[src/core/gpio_cell_pkg.sv]
package gpio_cell_pkg;

  // register port geometry
  localparam int ADDR_W = 8;
  localparam int DATA_W = 32;

  // register byte addresses, one aligned word each
  localparam logic [7:0] CFG_ADDR  = 8'h00;
  localparam logic [7:0] STAT_ADDR = 8'h04;

  // pin modes; gray steps along idle-input-bidir-output
  typedef enum logic [2:0] {
    MODE_IDLE   = 3'h0,
    MODE_INPUT  = 3'h1,
    MODE_BIDIR  = 3'h3,
    MODE_OUTPUT = 3'h2,
    MODE_CLKOUT = 3'h6
  } pin_mode_t;

  // configuration word field positions
  localparam int CFG_MODE_LSB      = 0;
  localparam int CFG_MODE_W        = 3;
  localparam int CFG_IN_REG        = 3;
  localparam int CFG_IN_FALL       = 4;
  localparam int CFG_OUT_REG       = 5;
  localparam int CFG_OUT_FALL      = 6;
  localparam int CFG_OE_REG        = 7;
  localparam int CFG_OE_FALL       = 8;
  localparam int CFG_OUT_INVERT    = 9;
  localparam int CFG_DOUBLE_EDGE_IO_IN       = 10;
  localparam int CFG_DOUBLE_EDGE_IO_OUT      = 11;
  localparam int CFG_RESYNC        = 12;
  localparam int CFG_ALT_SEL       = 13;
  localparam int CFG_UNUSED_PULLDN = 14;

  // writable bits and value after reset
  localparam logic [31:0] CFG_WMASK = 32'h0000_7FFF;
  localparam logic [31:0] CFG_RESET = 32'h0000_0000;

  // status word field positions
  localparam int STAT_PAD      = 0;
  localparam int STAT_IN0      = 1;
  localparam int STAT_IN1      = 2;
  localparam int STAT_OE       = 3;
  localparam int STAT_PULLUP   = 4;
  localparam int STAT_PULLDN   = 5;
  localparam int STAT_CONFIGNG = 6;

  // value of every data flop after reset
  localparam logic BIT_RESET = 1'b0;

endpackage

[src/core/edge_if.sv]
`timescale 1ns/100ps
// sampled pin clock as level plus one-cycle edge events
interface edge_if;
  logic level;
  logic rise;
  logic fall;

  modport src (output level, output rise, output fall);
  modport dst (input level, input rise, input fall);
endinterface

[src/core/clock_edge_sense.sv]
`timescale 1ns/100ps
// brings a pin-side clock into clk and marks its edges
module clock_edge_sense (
  input  wire logic clk,
  input  wire logic rst_n,
  input  wire logic pin_clk,
  edge_if.src       sense
);
  import gpio_cell_pkg::*;

  logic meta_reg;
  logic meta_next;
  logic sync_reg;
  logic sync_next;
  logic last_reg;
  logic last_next;

  // two-flop synchroniser, then one stage of history
  always_comb begin
    meta_next = pin_clk;
    sync_next = meta_reg;
    last_next = sync_reg;
  end

  always_ff @(posedge clk or negedge rst_n) begin
    if (!rst_n) begin
      meta_reg <= BIT_RESET;
      sync_reg <= BIT_RESET;
      last_reg <= BIT_RESET;
    end else begin
      meta_reg <= meta_next;
      sync_reg <= sync_next;
      last_reg <= last_next;
    end
  end

  // edges from synced stages only, never from meta
  assign sense.level = sync_reg;
  assign sense.rise  = sync_reg & ~last_reg;
  assign sense.fall  = ~sync_reg & last_reg;

endmodule // clock_edge_sense

[src/core/gpio_io_logic_cell.sv]
// The register offsets and the address-and-strobe port were left to the implementer.
`timescale 1ns/100ps
//
// Contract
// input mode: receive only; optional register on chosen input clock edge
// alternate route forwards pad to alternate destination, no register
// double-edge receive: rising and falling samples as two core bits
// output mode: transmit only; optional register on chosen output edge
// optional inversion of output value in output and bidirectional modes
// double-edge transmit: two bits, one per edge, muxed onto pad
// bidirectional: receive, transmit and drive-enable all active
// bidirectional: per-register edge and per-path registering choices
// drive-enable switches pad buffer drive, optionally registered
// clock-output mode drives pad from the clock tree directly
// during configuration ordinary pins undriven with weak pull-up
// during configuration differential pins undriven, no pulls
// unused pins in user mode: pull-up by default, pull-down selectable; differential pins here always pull up, pull-down select ignored
// resync mode delays falling sample to next rising edge
// bit zero is rising-edge data, bit one falling-edge data
// differential pins offer no double-edge receive or transmit
// drive off means high impedance; receive still sees pad level
module gpio_io_logic_cell #(
  parameter bit DIFF_PIN_SINGLE_ENDED = 1'b0
) (
  input  wire logic                            clk,
  input  wire logic                            rst_n,
  input  wire logic [gpio_cell_pkg::ADDR_W-1:0] addr,
  input  wire logic [gpio_cell_pkg::DATA_W-1:0] wr_data,
  input  wire logic                            wr_en,
  input  wire logic                            rd_en,
  output logic      [gpio_cell_pkg::DATA_W-1:0] rd_data,
  input  wire logic                            config_done,
  input  wire logic                            in_clk,
  input  wire logic                            out_clk,
  input  wire logic                            tree_clk,
  input  wire logic                            rise_edge_output_bit,
  input  wire logic                            fall_edge_output_bit,
  input  wire logic                            core_oe,
  output logic                                 rise_edge_input_bit,
  output logic                                 fall_edge_input_bit,
  output logic                                 alt_out,
  input  wire logic                            pad_in,
  output logic                                 pad_out,
  output logic                                 pad_oe,
  output logic                                 pull_up_en,
  output logic                                 pull_down_en
);
  import gpio_cell_pkg::*;

  edge_if in_edge ();
  edge_if out_edge ();

  logic [DATA_W-1:0] cfg_reg;
  logic [DATA_W-1:0] cfg_next;
  logic [DATA_W-1:0] rd_data_reg;
  logic [DATA_W-1:0] rd_data_next;
  logic [DATA_W-1:0] status;
  logic              pad_meta_reg;
  logic              pad_meta_next;
  logic              pad_sync_reg;
  logic              pad_sync_next;
  logic              in0_reg;
  logic              in0_next;
  logic              in1_reg;
  logic              in1_next;
  logic              fall_hold_reg;
  logic              fall_hold_next;
  logic              tx0_reg;
  logic              tx0_next;
  logic              tx1_reg;
  logic              tx1_next;
  logic              oe_cap_reg;
  logic              oe_cap_next;
  logic              pad_out_reg;
  logic              pad_out_next;
  logic              pad_oe_reg;
  logic              pad_oe_next;
  logic              pull_up_reg;
  logic              pull_up_next;
  logic              pull_dn_reg;
  logic              pull_dn_next;
  logic              clk_out_reg;
  logic              clk_out_next;
  logic              alt_sel_reg;
  logic              alt_sel_next;
  pin_mode_t         mode;
  logic              configuring;
  logic              rx_en;
  logic              tx_en;
  logic              double_edge_io_in_ok;
  logic              double_edge_io_out_ok;
  logic              in_cap;
  logic              out_cap;
  logic              oe_cap;
  logic              tx_data;
  logic              oe_val;

  // pin clocks are asynchronous to clk, sensed as edge events
  clock_edge_sense u_in_sense (
    .clk     (clk),
    .rst_n   (rst_n),
    .pin_clk (in_clk),
    .sense   (in_edge)
  );

  clock_edge_sense u_out_sense (
    .clk     (clk),
    .rst_n   (rst_n),
    .pin_clk (out_clk),
    .sense   (out_edge)
  );

  // mode decode; unassigned codes behave as an unused pin
  always_comb begin
    mode        = pin_mode_t'(cfg_reg[CFG_MODE_LSB +: CFG_MODE_W]);
    configuring = ~config_done;
    rx_en       = 1'b0;
    tx_en       = 1'b0;
    unique case (mode)
      MODE_INPUT:  rx_en = 1'b1;
      MODE_OUTPUT: tx_en = 1'b1;
      MODE_BIDIR: begin
        rx_en = 1'b1;
        tx_en = 1'b1;
      end
      MODE_IDLE:   rx_en = 1'b0;
      MODE_CLKOUT: tx_en = 1'b0;
      default:     rx_en = 1'b0;
    endcase
    if (configuring) begin
      rx_en = 1'b0;
      tx_en = 1'b0;
    end
    // differential pins never get double-edge logic
    double_edge_io_in_ok  = cfg_reg[CFG_DOUBLE_EDGE_IO_IN] & (mode == MODE_INPUT)
                  & ~DIFF_PIN_SINGLE_ENDED;
    double_edge_io_out_ok = cfg_reg[CFG_DOUBLE_EDGE_IO_OUT] & (mode == MODE_OUTPUT)
                  & ~DIFF_PIN_SINGLE_ENDED;
    // each register picks its own edge
    in_cap  = cfg_reg[CFG_IN_FALL]  ? in_edge.fall  : in_edge.rise;
    out_cap = cfg_reg[CFG_OUT_FALL] ? out_edge.fall : out_edge.rise;
    oe_cap  = cfg_reg[CFG_OE_FALL]  ? out_edge.fall : out_edge.rise;
  end

  // pad level synchroniser; pad is read even while not driven
  always_comb begin
    pad_meta_next = pad_in;
    pad_sync_next = pad_meta_reg;
  end

  // receive path
  always_comb begin
    in0_next       = in0_reg;
    in1_next       = in1_reg;
    fall_hold_next = fall_hold_reg;
    if (!rx_en) begin
      in0_next       = 1'b0;
      in1_next       = 1'b0;
      fall_hold_next = 1'b0;
    end else if (double_edge_io_in_ok) begin
      // rise and fall events never coincide from one level
      if (in_edge.rise) begin
        in0_next = pad_sync_reg;
        if (cfg_reg[CFG_RESYNC]) begin
          in1_next = fall_hold_reg;
        end
      end
      if (in_edge.fall) begin
        if (cfg_reg[CFG_RESYNC]) begin
          fall_hold_next = pad_sync_reg;
        end else begin
          in1_next = pad_sync_reg;
        end
      end
    end else if (cfg_reg[CFG_IN_REG]) begin
      if (in_cap) begin
        in0_next = pad_sync_reg;
      end
      in1_next = 1'b0;
    end else begin
      in0_next = pad_sync_reg;
      in1_next = 1'b0;
    end
  end

  // transmit and drive-enable capture
  always_comb begin
    tx0_next    = tx0_reg;
    tx1_next    = tx1_reg;
    oe_cap_next = oe_cap_reg;
    if (double_edge_io_out_ok) begin
      if (out_edge.rise) begin
        tx0_next = rise_edge_output_bit;
      end
      if (out_edge.fall) begin
        tx1_next = fall_edge_output_bit;
      end
    end else if (cfg_reg[CFG_OUT_REG]) begin
      if (out_cap) begin
        tx0_next = rise_edge_output_bit;
      end
    end else begin
      tx0_next = rise_edge_output_bit;
    end
    if (cfg_reg[CFG_OE_REG] && oe_cap) begin
      oe_cap_next = core_oe;
    end
  end

  // pad drive, enable and pulls
  always_comb begin
    // high half of the output clock shows bit zero
    if (double_edge_io_out_ok) begin
      tx_data = out_edge.level ? tx0_reg : tx1_reg;
    end else if (cfg_reg[CFG_OUT_REG]) begin
      tx_data = tx0_reg;
    end else begin
      tx_data = rise_edge_output_bit;
    end
    tx_data = tx_data ^ cfg_reg[CFG_OUT_INVERT];
    oe_val  = cfg_reg[CFG_OE_REG] ? oe_cap_reg : core_oe;
    pad_out_next = tx_en ? tx_data : 1'b0;
    pad_oe_next  = 1'b0;
    pull_up_next = 1'b0;
    pull_dn_next = 1'b0;
    clk_out_next = 1'b0;
    alt_sel_next = 1'b0;
    if (configuring) begin
      // differential pins get no pull-up while configuring
      pull_up_next = ~DIFF_PIN_SINGLE_ENDED;
    end else begin
      unique case (mode)
        MODE_OUTPUT: pad_oe_next = 1'b1;
        MODE_BIDIR:  pad_oe_next = oe_val;
        MODE_INPUT:  alt_sel_next = cfg_reg[CFG_ALT_SEL];
        MODE_CLKOUT: begin
          pad_oe_next  = 1'b1;
          clk_out_next = 1'b1;
        end
        default: begin
          // unused pin; no pull-down on differential pins
          pull_dn_next = cfg_reg[CFG_UNUSED_PULLDN]
                         & ~DIFF_PIN_SINGLE_ENDED;
          pull_up_next = ~pull_dn_next;
        end
      endcase
    end
  end

  // register port
  always_comb begin
    status                = '0;
    status[STAT_PAD]      = pad_sync_reg;
    status[STAT_IN0]      = in0_reg;
    status[STAT_IN1]      = in1_reg;
    status[STAT_OE]       = pad_oe_reg;
    status[STAT_PULLUP]   = pull_up_reg;
    status[STAT_PULLDN]   = pull_dn_reg;
    status[STAT_CONFIGNG] = configuring;
    cfg_next = cfg_reg;
    if (wr_en && addr == CFG_ADDR) begin
      cfg_next = wr_data & CFG_WMASK;
    end
    // data valid only in the cycle after the strobe
    rd_data_next = '0;
    if (rd_en) begin
      if (addr == CFG_ADDR) begin
        rd_data_next = cfg_reg;
      end else if (addr == STAT_ADDR) begin
        rd_data_next = status;
      end
    end
  end

  always_ff @(posedge clk or negedge rst_n) begin
    if (!rst_n) begin
      cfg_reg       <= CFG_RESET;
      rd_data_reg   <= '0;
      pad_meta_reg  <= BIT_RESET;
      pad_sync_reg  <= BIT_RESET;
      in0_reg       <= BIT_RESET;
      in1_reg       <= BIT_RESET;
      fall_hold_reg <= BIT_RESET;
      tx0_reg       <= BIT_RESET;
      tx1_reg       <= BIT_RESET;
      oe_cap_reg    <= BIT_RESET;
      pad_out_reg   <= BIT_RESET;
      pad_oe_reg    <= BIT_RESET;
      pull_up_reg   <= BIT_RESET;
      pull_dn_reg   <= BIT_RESET;
      clk_out_reg   <= BIT_RESET;
      alt_sel_reg   <= BIT_RESET;
    end else begin
      cfg_reg       <= cfg_next;
      rd_data_reg   <= rd_data_next;
      pad_meta_reg  <= pad_meta_next;
      pad_sync_reg  <= pad_sync_next;
      in0_reg       <= in0_next;
      in1_reg       <= in1_next;
      fall_hold_reg <= fall_hold_next;
      tx0_reg       <= tx0_next;
      tx1_reg       <= tx1_next;
      oe_cap_reg    <= oe_cap_next;
      pad_out_reg   <= pad_out_next;
      pad_oe_reg    <= pad_oe_next;
      pull_up_reg   <= pull_up_next;
      pull_dn_reg   <= pull_dn_next;
      clk_out_reg   <= clk_out_next;
      alt_sel_reg   <= alt_sel_next;
    end
  end

  // clock and alternate routes stay unregistered so edges pass intact
  assign pad_out = clk_out_reg ? tree_clk : pad_out_reg;
  assign alt_out = alt_sel_reg & pad_in;
  assign rd_data             = rd_data_reg;
  assign rise_edge_input_bit = in0_reg;
  assign fall_edge_input_bit = in1_reg;
  assign pad_oe              = pad_oe_reg;
  assign pull_up_en          = pull_up_reg;
  assign pull_down_en        = pull_dn_reg;

endmodule // gpio_io_logic_cell

[config.mk]
export PLATFORM = sky130hd
export DESIGN_NAME = gpio_io_logic_cell
export DESIGN_NICKNAME = d
export VERILOG_FILES = /design/src/core/gpio_cell_pkg.sv /design/src/core/edge_if.sv /design/src/core/clock_edge_sense.sv /design/src/core/gpio_io_logic_cell.sv
export SDC_FILE = /design/constraint.sdc
export NUM_CORES = 1
export LEC_CHECK = 0
export BUFFER_PORTS_ARGS = -buffer_cell sky130_fd_sc_hd__buf_2
export CAP_MARGIN = 10
export CORE_UTILIZATION = 45
export CTS_BUF_LIST = sky130_fd_sc_hd__clkbuf_8
export DETAILED_ROUTE_END_ITERATION = 6
export PLACE_DENSITY = 0.79
export REMOVE_ABC_BUFFERS = 1
export SYNTH_ARGS = -nofsm -noshare
export SYNTH_HDL_FRONTEND = slang
export SYNTH_SLANG_ARGS = --single-unit
[constraint.sdc]
create_clock -name clk -period 1.2 [get_ports clk]
set_input_delay 0.12 -clock clk [delete_from_list [all_inputs] [get_ports clk]]
set_output_delay 0.12 -clock clk [all_outputs]
set_load 0.005 [all_outputs]
==> metrics <==
outcome finished with violations; failing checks DRC, setup timing; Final #Nets 307; sequential share of power 56.7%; PD cells 1090 nW/µm²; synth top area cells dfrtp_1, mux2_4, buf_4, mux2i_1, mux2_2; Post-Route WL 4200 µm; num rows 25; final instance area 2870 µm²; worst min path class input port to flip-flop; Clk pwr share 32.4%; chip width 71.9 µm; area taken by flip-flops and latches 1250 µm²; post-route ant nets 0; area grow syn2layout 30.6%; GPL Wtd Cong 0.784; Final Max Slew Viols 0; Peak supply drop 0.000573 V; via count 1490; IO buf count 56; clock slew at reported path FFs 0.09 ns; die area 5170 µm²; arrival time worst endpoint 1.53 ns; Mapped Cells 170; CTS buffer count 5; Ys Warns 0; Slowest cell on crit path dfrtp_1; met3 usage 5.00%; post-layout util 60.8%; CP Class flip-flop to flip-flop; Clock Tree Root clkbuf_8; Post-Syn Area 2200 µm²; vias in the first global route 1429; Filler cells 384; sw frac 23.8%; Post-DP Area 2650 µm²; Req. time, crit path 1.40 ns; CP peak stage delay 0.38 ns; Worst Setup End Kind flip-flop; WL per Instance 13.0 µm; DR pass1 iterations 7; HPWL after detailed placement 2870 µm; H-tree depth 2; Core ar. 4720 µm²; top-count cell post-synth dfrtp_1; drt initial violations 72; GRT Residual Overflow 0; clock tree from TritonCTS built; Setup TNS -0.378 ns; diodes inserted 0; initial antenna violation count 0; GRT Total Usage 16.9%; fin crit period 1.33 ns; Synth top cells by count dfrtp_1, buf_4, nor2_1, mux2i_1, mux2_4; P_sw 0.742 mW; final hold violation count 0; met2 usage 26.8%; Clock Sinks 50; footprint of the multi-input gates 926 µm²; clk_skew 0.00715 ns; fin worst setup slack -0.135 ns; fraction of registers with async set/reset 100%; Starting Density 46.5%; fin crit share 111%; Longest Clk Path Bufs 2; R2R Setup Slk -0.13 ns; CP startpoint kind flip-flop; critical path cell sequence and4bb_2, nor2b_1, o211a_1, a221o_1; fmax 0.749 GHz; die height 71.9 µm; leakage power 1.52 nW; I/O pins 91; max_cap viols 0; number of flops mapped to enable cells by yosys 0; #FFs+latches synth 50; Comb pwr share 10.8%; part of the Yosys area used for sequential elements 56.9%; RSZ-0062 raised after global routing true; most crowded layer after global routing met2; largest fanout on the critical path 4; post-synth cell types 35; first-pass GRT wire length 6560 µm; Avg Synthesized Cell Area 12.9 µm²; largest net degree at the start of global routing 51; drt drc 1; Skew-Pair Late Insertion Delay 0.30 ns; layout cells sized above 1 46.5%; placed insts 309; Synth area leader dfrtp_1; Buf/Inv on CP 0; total power 3.12 mW; Setup-failing EPs final 5; Post-Layout Cell Count 323; GR Layer Usage met1 22.3%; Synth top area share 56.9%; CP top delay family compound AO/OA/AOI/OAI gates; Synth Flop Type dfrtp_1; internal power 2.37 mW; Vias/cell 4.61
-- power groups by stage --
stage / clock network (mW) / logic [mW] / registers (mW)
floorplan: 0 / 0.121 / 1.80
global placement: 0 / 0.295 / 1.80
detailed placement: 0 / 0.301 / 1.80
CTS: 1.04 / 0.326 / 1.77
global route: 1.10 / 0.372 / 1.77
finish: 1.01 / 0.337 / 1.77
-- worst paths after layout --
| check | startpoint | to | cells past startpoint |
|---|---|---|---|
| worst min-delay path | wr_data[13] | cfg_reg[13]$_DFFE_PN0P_ | 2 |
| max in group asynchronous | rst_n | rd_data[2]$_DFF_PN0_ | 3 |
| worst max-delay path | cfg_reg[2]$_DFFE_PN0P_ | tx0_reg$_DFFE_PN0P_ | 4 |
| worst max register to register | cfg_reg[2]$_DFFE_PN0P_ | tx0_reg$_DFFE_PN0P_ | 4 |
| min in group asynchronous | rst_n | u_in_sense.sense.level$_DFF_PN0_ | 3 |
| worst min register to register | pad_meta_reg$_DFF_PN0_ | pad_sync_reg$_DFF_PN0_ | 0 |
-- cell families after synthesis --
logic type             count (synthesis)  share of synthesized area, %
AO/OA/AOI/OAI                         15                          4.78
XOR/XNOR                               1                         0.398
buffers and inverters                 21                          6.83
flip-flops                            50                          56.9
multiplexers                          31                          16.9
other                                  1                         0.171
AND/OR/NAND/NOR                       51                          14.0
-- worst reg2reg max path: cells and delay by family (launching register included) --
| family | cells | cell delay, ns |
|---|---|---|
| flip-flops | 1 | 0.38 |
| AND/OR/NAND/NOR | 2 | 0.41 |
| AO/OA/AOI/OAI | 2 | 0.45 |
-- cells in the final DEF, fill, tap and decap left out, types with 8 or more instances in the layout --
cell     instances
dfrtp_1         50
buf_4           18
conb_1          17
mux2_2           9
buf_2           56
nor2_1          14
and2_1           8
mux2i_1         12
mux2_4          10
-- area by class of cell --
cell class                 instances  area share [%]
sequential                        50            43.6
multi-input combinational        115            32.3
timing repair buffer              81            17.7
tap                               67            2.92
clock buffer                       6            2.88
clock inverter                     2           0.436
inverter                           2           0.262
-- timing repair --
item,CTS,global route
hold endpoints to repair,53,0
pin swaps,2,2
setup endpoints to repair,6,8
setup buffers,2,0
resized for setup,8,10
hold buffers,4,0
-- metrics by stage --
step | setup slack (ns) | hold WS [ns]
after floorplan | -0.180 | -0.176
after global placement | -0.214 | 0.125
after detailed placement | -0.268 | 0.126
after CTS | -0.150 | 0.0340
after global routing | -0.205 | 0.0284
final | -0.135 | 0.0414
-- per-layer routing --
metal / share of wire [%] / vias up / routed length [µm]
li1: - / 722 / -
met1: 46 / 705 / 1930
met2: 47 / 56 / 1980
met3: 5.3 / 7 / 221
met4: 1.5 / 0 / 65
met5: 0 / - / 0
Note: power is estimated with default switching activity, not from simulation.
